[config.mk]
export PLATFORM = sky130hd
export DESIGN_NAME = fpe_ctrl
export DESIGN_NICKNAME = d
export VERILOG_FILES = /design/src/fpe_pkg.sv /design/src/fpe_addr_gen.sv /design/src/fpe_ctrl.sv
export SDC_FILE = /design/constraint.sdc
export NUM_CORES = 1
export LEC_CHECK = 0
export BUFFER_PORTS_ARGS = -buffer_cell sky130_fd_sc_hd__buf_2
export CAP_MARGIN = 20
export CORE_MARGIN = 3
export CORE_UTILIZATION = 54
export CTS_CLUSTER_DIAMETER = 50
export CTS_CLUSTER_SIZE = 40
export DETAILED_ROUTE_END_ITERATION = 16
export GPL_TIMING_DRIVEN = 1
export PLACE_DENSITY = 0.79
export RECOVER_POWER = 50
export SLEW_MARGIN = 20
export SYNTH_ARGS = -nofsm -noshare
export SYNTH_HDL_FRONTEND = slang
export SYNTH_SLANG_ARGS = --single-unit
export TNS_END_PERCENT = 30
[constraint.sdc]
create_clock -name clock -period 2.2 [get_ports clock]
set_input_delay 0 -clock clock [delete_from_list [all_inputs] [get_ports clock]]
set_output_delay 0 -clock clock [all_outputs]
set_load 0.03 [all_outputs]
[src/fpe_pkg.sv]
// Purpose: Constants for the flash program and erase control block
// Assumes: 32-bit register port, 125 MHz clock
// Notes: Byte addresses of the control, staging and status words
package fpe_pkg;
    // ==========================================================
    // Register map
    localparam logic [7:0] FPE_CTRL_OFS = 8'h00;
    localparam logic [7:0] FPE_ADDR_OFS = 8'h04;
    localparam logic [7:0] FPE_DATA0_OFS = 8'h10;
    localparam logic [7:0] FPE_STAT_OFS = 8'h20;
    // ==========================================================
    // Control word fields
    localparam int FPE_OP_LSB = 0;
    localparam int FPE_START_BIT = 4;
    localparam int FPE_UNLOCK_BIT = 14;
    localparam int FPE_BUSY_BIT = 15;
    localparam logic [3:0] FPE_OP_RST = 4'h0;
    // ==========================================================
    // Operation codes
    localparam logic [3:0] FPE_OP_NOP = 4'h0;
    localparam logic [3:0] FPE_OP_WORD = 4'h1;
    localparam logic [3:0] FPE_OP_QUAD = 4'h2;
    localparam logic [3:0] FPE_OP_ROW = 4'h3;
    localparam logic [3:0] FPE_OP_PAGE = 4'h4;
    localparam logic [3:0] FPE_OP_LOWER = 4'h5;
    localparam logic [3:0] FPE_OP_UPPER = 4'h6;
    localparam logic [3:0] FPE_OP_ALL = 4'h7;
    // ==========================================================
    // Geometry in 32-bit words, and bytes per word
    localparam int FPE_ROW_WORDS = 512;
    localparam int FPE_PAGE_WORDS = 4096;
    localparam int FPE_QUAD_WORDS = 4;
    localparam int FPE_WORD_BYTES = 4;
endpackage : fpe_pkg

[src/fpe_addr_gen.sv]
// Purpose: Operation span decoder, words and base per operation
// Assumes: Address in bytes, array of ARRAY_WORDS words
// Notes: Base aligned down to the unit of the operation
module fpe_addr_gen
    import fpe_pkg::*;
#(
    parameter int ARRAY_WORDS = 262144
) (
    input wire logic [3:0] op,
    input wire logic [31:0] addr,
    output logic [31:0] base,
    output logic [31:0] count,
    output logic valid
);
    localparam int HALF = ARRAY_WORDS / 2;
    localparam bit SIZE_OK = ARRAY_WORDS > 0
        && ARRAY_WORDS % (2 * FPE_PAGE_WORDS) == 0;
    // Halves must each hold whole pages
    if (!SIZE_OK) begin : g_size_chk
        $error("ARRAY_WORDS must be a multiple of two pages");
    end
    logic [31:0] widx;
    assign widx = addr >> 2;
    always_comb begin
        base = 32'h0;
        count = 32'h0;
        valid = 1'b1;
        unique case (op)
            FPE_OP_WORD: begin
                base = widx;
                count = 32'h1;
            end
            FPE_OP_QUAD: begin
                base = widx & ~32'(FPE_QUAD_WORDS - 1);
                count = 32'(FPE_QUAD_WORDS);
            end
            FPE_OP_ROW: begin // [RULE3]
                base = widx & ~32'(FPE_ROW_WORDS - 1);
                count = 32'(FPE_ROW_WORDS);
            end
            FPE_OP_PAGE: begin // [RULE4]
                base = widx & ~32'(FPE_PAGE_WORDS - 1);
                count = 32'(FPE_PAGE_WORDS);
            end
            FPE_OP_LOWER: begin // [RULE2]
                base = 32'h0;
                count = 32'(HALF);
            end
            FPE_OP_UPPER: begin // [RULE2]
                base = 32'(HALF);
                count = 32'(HALF);
            end
            FPE_OP_ALL: begin // [RULE2]
                base = 32'h0;
                count = 32'(ARRAY_WORDS);
            end
            default: begin // [RULE8]
                valid = 1'b0;
            end
        endcase
    end
endmodule : fpe_addr_gen

[src/fpe_ctrl.sv]
// Purpose: Flash program and erase sequencer with register port
// Assumes: Flash accepts one word write or erase per cycle
// Notes: Walks the span of the selected operation one word a cycle
// Summary of operation
// [RULE1] Codes 1,2,3 program word, quad, row
// [RULE2] Codes 4..7 erase page, lower, upper, all
// [RULE3] Row program writes 512 words
// [RULE4] Page erase clears 4096 words
// [RULE5] Operation field writable only when unlocked
// [RULE6] Staging holds four 32-bit words
// [RULE7] Software programs configuration by quad or row
// [RULE8] Codes 8..15 start nothing
module fpe_ctrl
    import fpe_pkg::*;
#(
    parameter int ARRAY_WORDS = 262144
) (
    input wire logic clock,
    input wire logic nrst,
    input wire logic [7:0] reg_addr,
    input wire logic [31:0] reg_wdata,
    input wire logic reg_wr,
    input wire logic reg_rd,
    output logic [31:0] reg_rdata,
    output logic flash_we,
    output logic flash_erase,
    output logic [31:0] flash_waddr,
    output logic [31:0] flash_wdata
);
    typedef enum logic [1:0] {
        FPE_IDLE = 2'b01,
        FPE_RUN = 2'b10
    } fpe_state_e;
    typedef struct packed {
        fpe_state_e st;
        logic [3:0] op;
        logic unlock;
        logic [31:0] addr;
        logic [3:0][31:0] data;
        logic [31:0] ptr;
        logic [31:0] left;
        logic [31:0] rdata;
        logic we;
        logic erase;
        logic [31:0] waddr;
        logic [31:0] wdata;
    } fpe_s;
    fpe_s cur_r, cur_nxt;
    logic [31:0] span_base, span_count;
    logic span_valid;
    logic busy;
    logic start;
    logic [3:0] wr_op;
    // ==========================================================
    // Span decoder
    fpe_addr_gen #(.ARRAY_WORDS(ARRAY_WORDS)) u_span (
        .op(cur_r.op),
        .addr(cur_r.addr),
        .base(span_base),
        .count(span_count),
        .valid(span_valid)
    );
    assign busy = (cur_r.st == FPE_RUN);
    assign start = reg_wr && reg_addr == FPE_CTRL_OFS && !busy
        && reg_wdata[FPE_START_BIT];
    assign wr_op = reg_wdata[FPE_OP_LSB +: 4];
    // ==========================================================
    // Next state
    always_comb begin
        cur_nxt = cur_r;
        cur_nxt.we = 1'b0;
        cur_nxt.erase = 1'b0;
        cur_nxt.rdata = 32'h0;
        if (reg_wr && !busy) begin
            unique case (reg_addr)
                FPE_CTRL_OFS: begin
                    if (cur_r.unlock) begin // [RULE5]
                        cur_nxt.op = reg_wdata[FPE_OP_LSB +: 4];
                    end
                    cur_nxt.unlock = reg_wdata[FPE_UNLOCK_BIT];
                end
                FPE_ADDR_OFS: cur_nxt.addr = reg_wdata;
                FPE_DATA0_OFS: cur_nxt.data[0] = reg_wdata; // [RULE6]
                FPE_DATA0_OFS + 8'h04: cur_nxt.data[1] = reg_wdata;
                FPE_DATA0_OFS + 8'h08: cur_nxt.data[2] = reg_wdata;
                FPE_DATA0_OFS + 8'h0c: cur_nxt.data[3] = reg_wdata;
                default: begin
                end
            endcase
        end
        if (reg_rd) begin
            unique case (reg_addr)
                FPE_CTRL_OFS: cur_nxt.rdata = {16'h0, busy, cur_r.unlock,
                    10'h0, cur_r.op};
                FPE_ADDR_OFS: cur_nxt.rdata = cur_r.addr;
                FPE_DATA0_OFS: cur_nxt.rdata = cur_r.data[0];
                FPE_DATA0_OFS + 8'h04: cur_nxt.rdata = cur_r.data[1];
                FPE_DATA0_OFS + 8'h08: cur_nxt.rdata = cur_r.data[2];
                FPE_DATA0_OFS + 8'h0c: cur_nxt.rdata = cur_r.data[3];
                FPE_STAT_OFS: cur_nxt.rdata = cur_r.left;
                default: cur_nxt.rdata = 32'h0;
            endcase
        end
        unique case (cur_r.st)
            FPE_IDLE: begin
                if (start && span_valid) begin // [RULE8]
                    cur_nxt.st = FPE_RUN;
                    cur_nxt.ptr = span_base;
                    cur_nxt.left = span_count;
                end
            end
            FPE_RUN: begin
                // [RULE1] word, quad and row write staged data
                cur_nxt.we = (cur_r.op <= FPE_OP_ROW);
                cur_nxt.erase = (cur_r.op >= FPE_OP_PAGE);
                cur_nxt.waddr = cur_r.ptr << 2;
                cur_nxt.wdata = (cur_r.op <= FPE_OP_ROW)
                    ? cur_r.data[cur_r.ptr[1:0]] : 32'hffffffff;
                cur_nxt.ptr = cur_r.ptr + 32'h1;
                cur_nxt.left = cur_r.left - 32'h1;
                if (cur_r.left == 32'h1) begin
                    cur_nxt.st = FPE_IDLE;
                    cur_nxt.unlock = 1'b0;
                end
            end
        endcase
    end
    // ==========================================================
    // State register
    always_ff @(posedge clock or negedge nrst) begin
        if (!nrst) begin
            cur_r <= '{st: FPE_IDLE, op: FPE_OP_RST, default: '0};
        end else begin
            cur_r <= cur_nxt;
        end
    end
    assign reg_rdata = cur_r.rdata;
    assign flash_we = cur_r.we;
    assign flash_erase = cur_r.erase;
    assign flash_waddr = cur_r.waddr;
    assign flash_wdata = cur_r.wdata;
endmodule : fpe_ctrl

==> flow_summary_export.csv <==
group,metric,value,unit
status,status,"completed",
logic_synthesis,ys_types,70,
clock_tree,clock_path_buffers,3,
logic_synthesis,synth_top_area_cell,"dfrtp_1",
route,dr.pass1.iters,7,
final_layout,fill_cells,2251,
critical_path,cp.arrival,2.66,ns
critical_path,startpoint_type,"register",
timing,finalSetupTns,0,ns
critical_path,worst_path_max_delay_cell,"or4_4",
logic_synthesis,avgSynthCellArea,11.79,sq um
logic_synthesis,synth-async-reset-ratio,100.0,%
timing,finalMaxSlewViolations,0,
final_layout,antenna_cells,0,
placed_design,gp_congestion,0.9181,
timing,hold_viol_final,0,
global_routing,grt_antenna_before_repair,0,
global_routing,grtUsageTotal,27.11,%
critical_path,crit_buf_inv,1,
critical_path,cp_max_fo,13,
floorplanning,chipWidth,179.4,microns
critical_path,required,2.70,ns
logic_synthesis,ys_seq_elements,325,
flow_run,max_cap_violations,0,
critical_path,cp_top_family,"simple AND/OR/NAND/NOR gates",
power_and_ir_drop,cellLeakagePower,8.534,nW
logic_synthesis,syn_inst,1377,
clock_tree,clk_pin_slew,0.07,ns
timing,rsz0062_at_grt,"yes",
critical_path,cpPeakStageDelay,0.59,ns
final_layout,seq_area,8135,sq um
placed_design,place_inst,1799,
placed_design,io_buffers,139,
critical_path,end_kind,"register",
power_and_ir_drop,p_per_area,872.9,nW/um^2
timing,max_slew_margin,29.90,%
critical_path,startpoint,"cur_r[107]",
floorplanning,initial_core_util,55.66,%
clock_tree,root_buffer,"clkbuf_16",
route,drt_iter0_drc,1432,
hold_path,hold_class,"input port to register",
logic_synthesis,yosysSeqAreaShare,50.10,%
floorplanning,coreArea,29170,sq um
final_layout,layout.nets,1532,
global_routing,grt_max_degree,105,
logic_synthesis,synth-edff-count,0,
route,via_count,12010,
logic_synthesis,synth_ff_type,"dfrtp_1",
global_routing,first_global_vias,12060,
global_routing,grt-ovfl-total,0,
final_layout,fin_cells,1893,
final_layout,drive_gt1_share,28.89,%
floorplanning,ioPinCount,142,
clock_tree,cts_max_level,1,
floorplanning,design.die.area,32180,sq um
clock_tree,clock_sinks,325,
hold_path,hold_start,"reg_wr",
clock_tree,cts_tree,"done",
clock_tree,cts_made_buffers,31,
final_layout,synthToLayoutAreaGrowth,13.67,%
timing,worst_pin_slew,1.052,ns
route,antenna_left,0,
power_and_ir_drop,peakVddDrop,674.3,uV
timing,setup_viol,0,
floorplanning,die_h,179.4,microns
timing,max_freq,462.8,MHz
timing,period_share,98.23,%
route,wl,42980,microns
clock_tree,clock_latency,0.58,ns
global_routing,grt_pass1_wl,68410,microns
timing,layout_min_cycle_time,2.161,ns
logic_synthesis,netlist_area,16240,sq um
critical_path,path_cells,"or4_4, nor4_4, buf_6, nand4_1, or3_1, nand3_1",
route,drc,0,
route,viasPerCell,6.345,
logic_synthesis,synthTopCellsByArea,"dfrtp_1 (50%), mux2_2 (9.2%), mux4_2 (7.5%)",
route,post_drt_wl_per_cell,22.71,microns
timing,fin_skew,0.01513,ns
critical_path,rr_startpoint,"cur_r[107]",
floorplanning,num_rows,62,
logic_synthesis,synth_warnings,0,
final_layout,multiInputGateArea,6990,sq um
critical_path,crit_type,"register to register",
logic_synthesis,yosys.area.top_type_share,49.94,%
placed_design,post-dp-hpwl,28790,microns
==> logic make-up (layout without fill, tap and decap cells) <==
kind of cell | count (synthesis) | in the layout | synth area share [%]
AO/OA/AOI/OAI | 285 | 285 | 12.04
XOR/XNOR | 1 | 1 | 0.05396
adder cells (fa/ha/maj) | 3 | 3 | 0.2312
buffers and inverters | 202 | 333 | 7.283
flip-flops | 325 | 325 | 50.10
multiplexers | 226 | 226 | 20.07
other | 1 | 2 | 0.02310
AND/OR/NAND/NOR | 334 | 334 | 10.20
==> placed cells by master (no fill, tap or decap), types with 14 or more instances in the layout <==
master and instances:
dfrtp_1 323, nand2_1 150, mux2_2 133, clkbuf_1 100, buf_4 78, o21ai_0 68
a21oi_1 58, mux4_2 54, nor2_1 52, buf_2 43, dlygate4sd3_1 35, a22oi_1 33
o22a_1 33, clkbuf_16 31, mux2_4 30, nor4_1 22, nor3_1 17, nand4_1 17
nand3_1 15, a222oi_1 14
==> where the power goes <==
part,internal (mW),switching [mW]
sequential,6.49,0.534
combinational,1.37,2.00
clock,3.04,2.67
total,10.9,5.21
==> final cells by class <==
type | count | share of cell area [%]
clock inverters | 22 | 1.634
inverters | 10 | 0.2034
multi-input cells | 851 | 37.88
clock buffers | 35 | 4.339
well taps | 384 | 2.603
repair buffers | 266 | 9.261
flip-flops and latches | 325 | 44.08
==> flip-flops by register name, indices dropped and copies added, names as in the netlist <==
name / flops
cur_r: 229
flash_erase: 1
flash_waddr: 30
reg_rdata: 32
flash_we: 1
flash_wdata: 32
==> metal layers <==
metal | global-route usage, % | vias to the layer above | share of wire [%]
met5 | 0 | - | 0
met4 | 8.086 | 0 | 2.8
met3 | 3.371 | 92 | 8.2
met2 | 43.67 | 649 | 48
met1 | 39.10 | 6051 | 41
li1 | - | 5220 | -
==> final timing paths <==
check / slack [ns] / depth (start not counted) / end
max: 0.04 / 6 / cur_r[129]
min: 0.05 / 4 / cur_r[322]
max reg2reg: 0.04 / 6 / cur_r[129]
min reg2reg: 0.48 / 2 / flash_waddr[16]
max in group asynchronous: 0.36 / 4 / cur_r[128]
min in group asynchronous: 0.47 / 3 / cur_r[258]
==> repair_timing <==
action | CTS | global route
endpoints found under the setup margin | 7 | 19
setup buffers | 0 | 2
hold buffers | 35 | 0
pin swaps | 0 | 3
endpoints found under the hold margin | 489 | 0
resized for setup | 2 | 8
==> worst register-to-register path, delay by kind of cell (launching register included) <==
family	cells	cell delay, ns
DFF	1	0.39
and+or+nand+nor	5	1.50
buffers and inverters	1	0.21
==> metrics by stage <==
stage	total power, mW	utilization, %	hold slack (ns)	instance area (sq um)	setup slack, ns
floorplan	9.233	-	-0.2956	16240	0.05728
finish	16.11	63.27	0.05031	18460	0.03902
global placement	10.26	58.74	-0.007505	17130	0.01165
global route	16.75	63.27	0.08748	18460	-0.04281
CTS	16.11	63.77	0.02974	18600	0.02209
detailed placement	10.36	58.74	-0.002083	17130	-0.08937
==> Yosys cell counts, types with 5 or more instances <==
master,n
buf_4,98
a31oi_1,11
o41ai_1,9
nand3_1,15
nand4_1,17
buf_2,21
and3_1,8
or4_1,7
a32oi_1,6
nor4_1,22
clkbuf_1,57
a21oi_1,58
nand2_1,150
buf_1,12
mux4_2,54
o2bb2ai_1,7
o22a_1,33
nor3_1,18
a22oi_1,33
a22o_1,5
mux2i_1,6
mux2_2,133
dfrtp_1,324
nor2_1,53
and2_1,7
a222oi_1,14
o21ai_0,70
a211o_1,7
mux2_4,30
inv_1,10
Note: power is estimated with default switching activity, not from simulation.
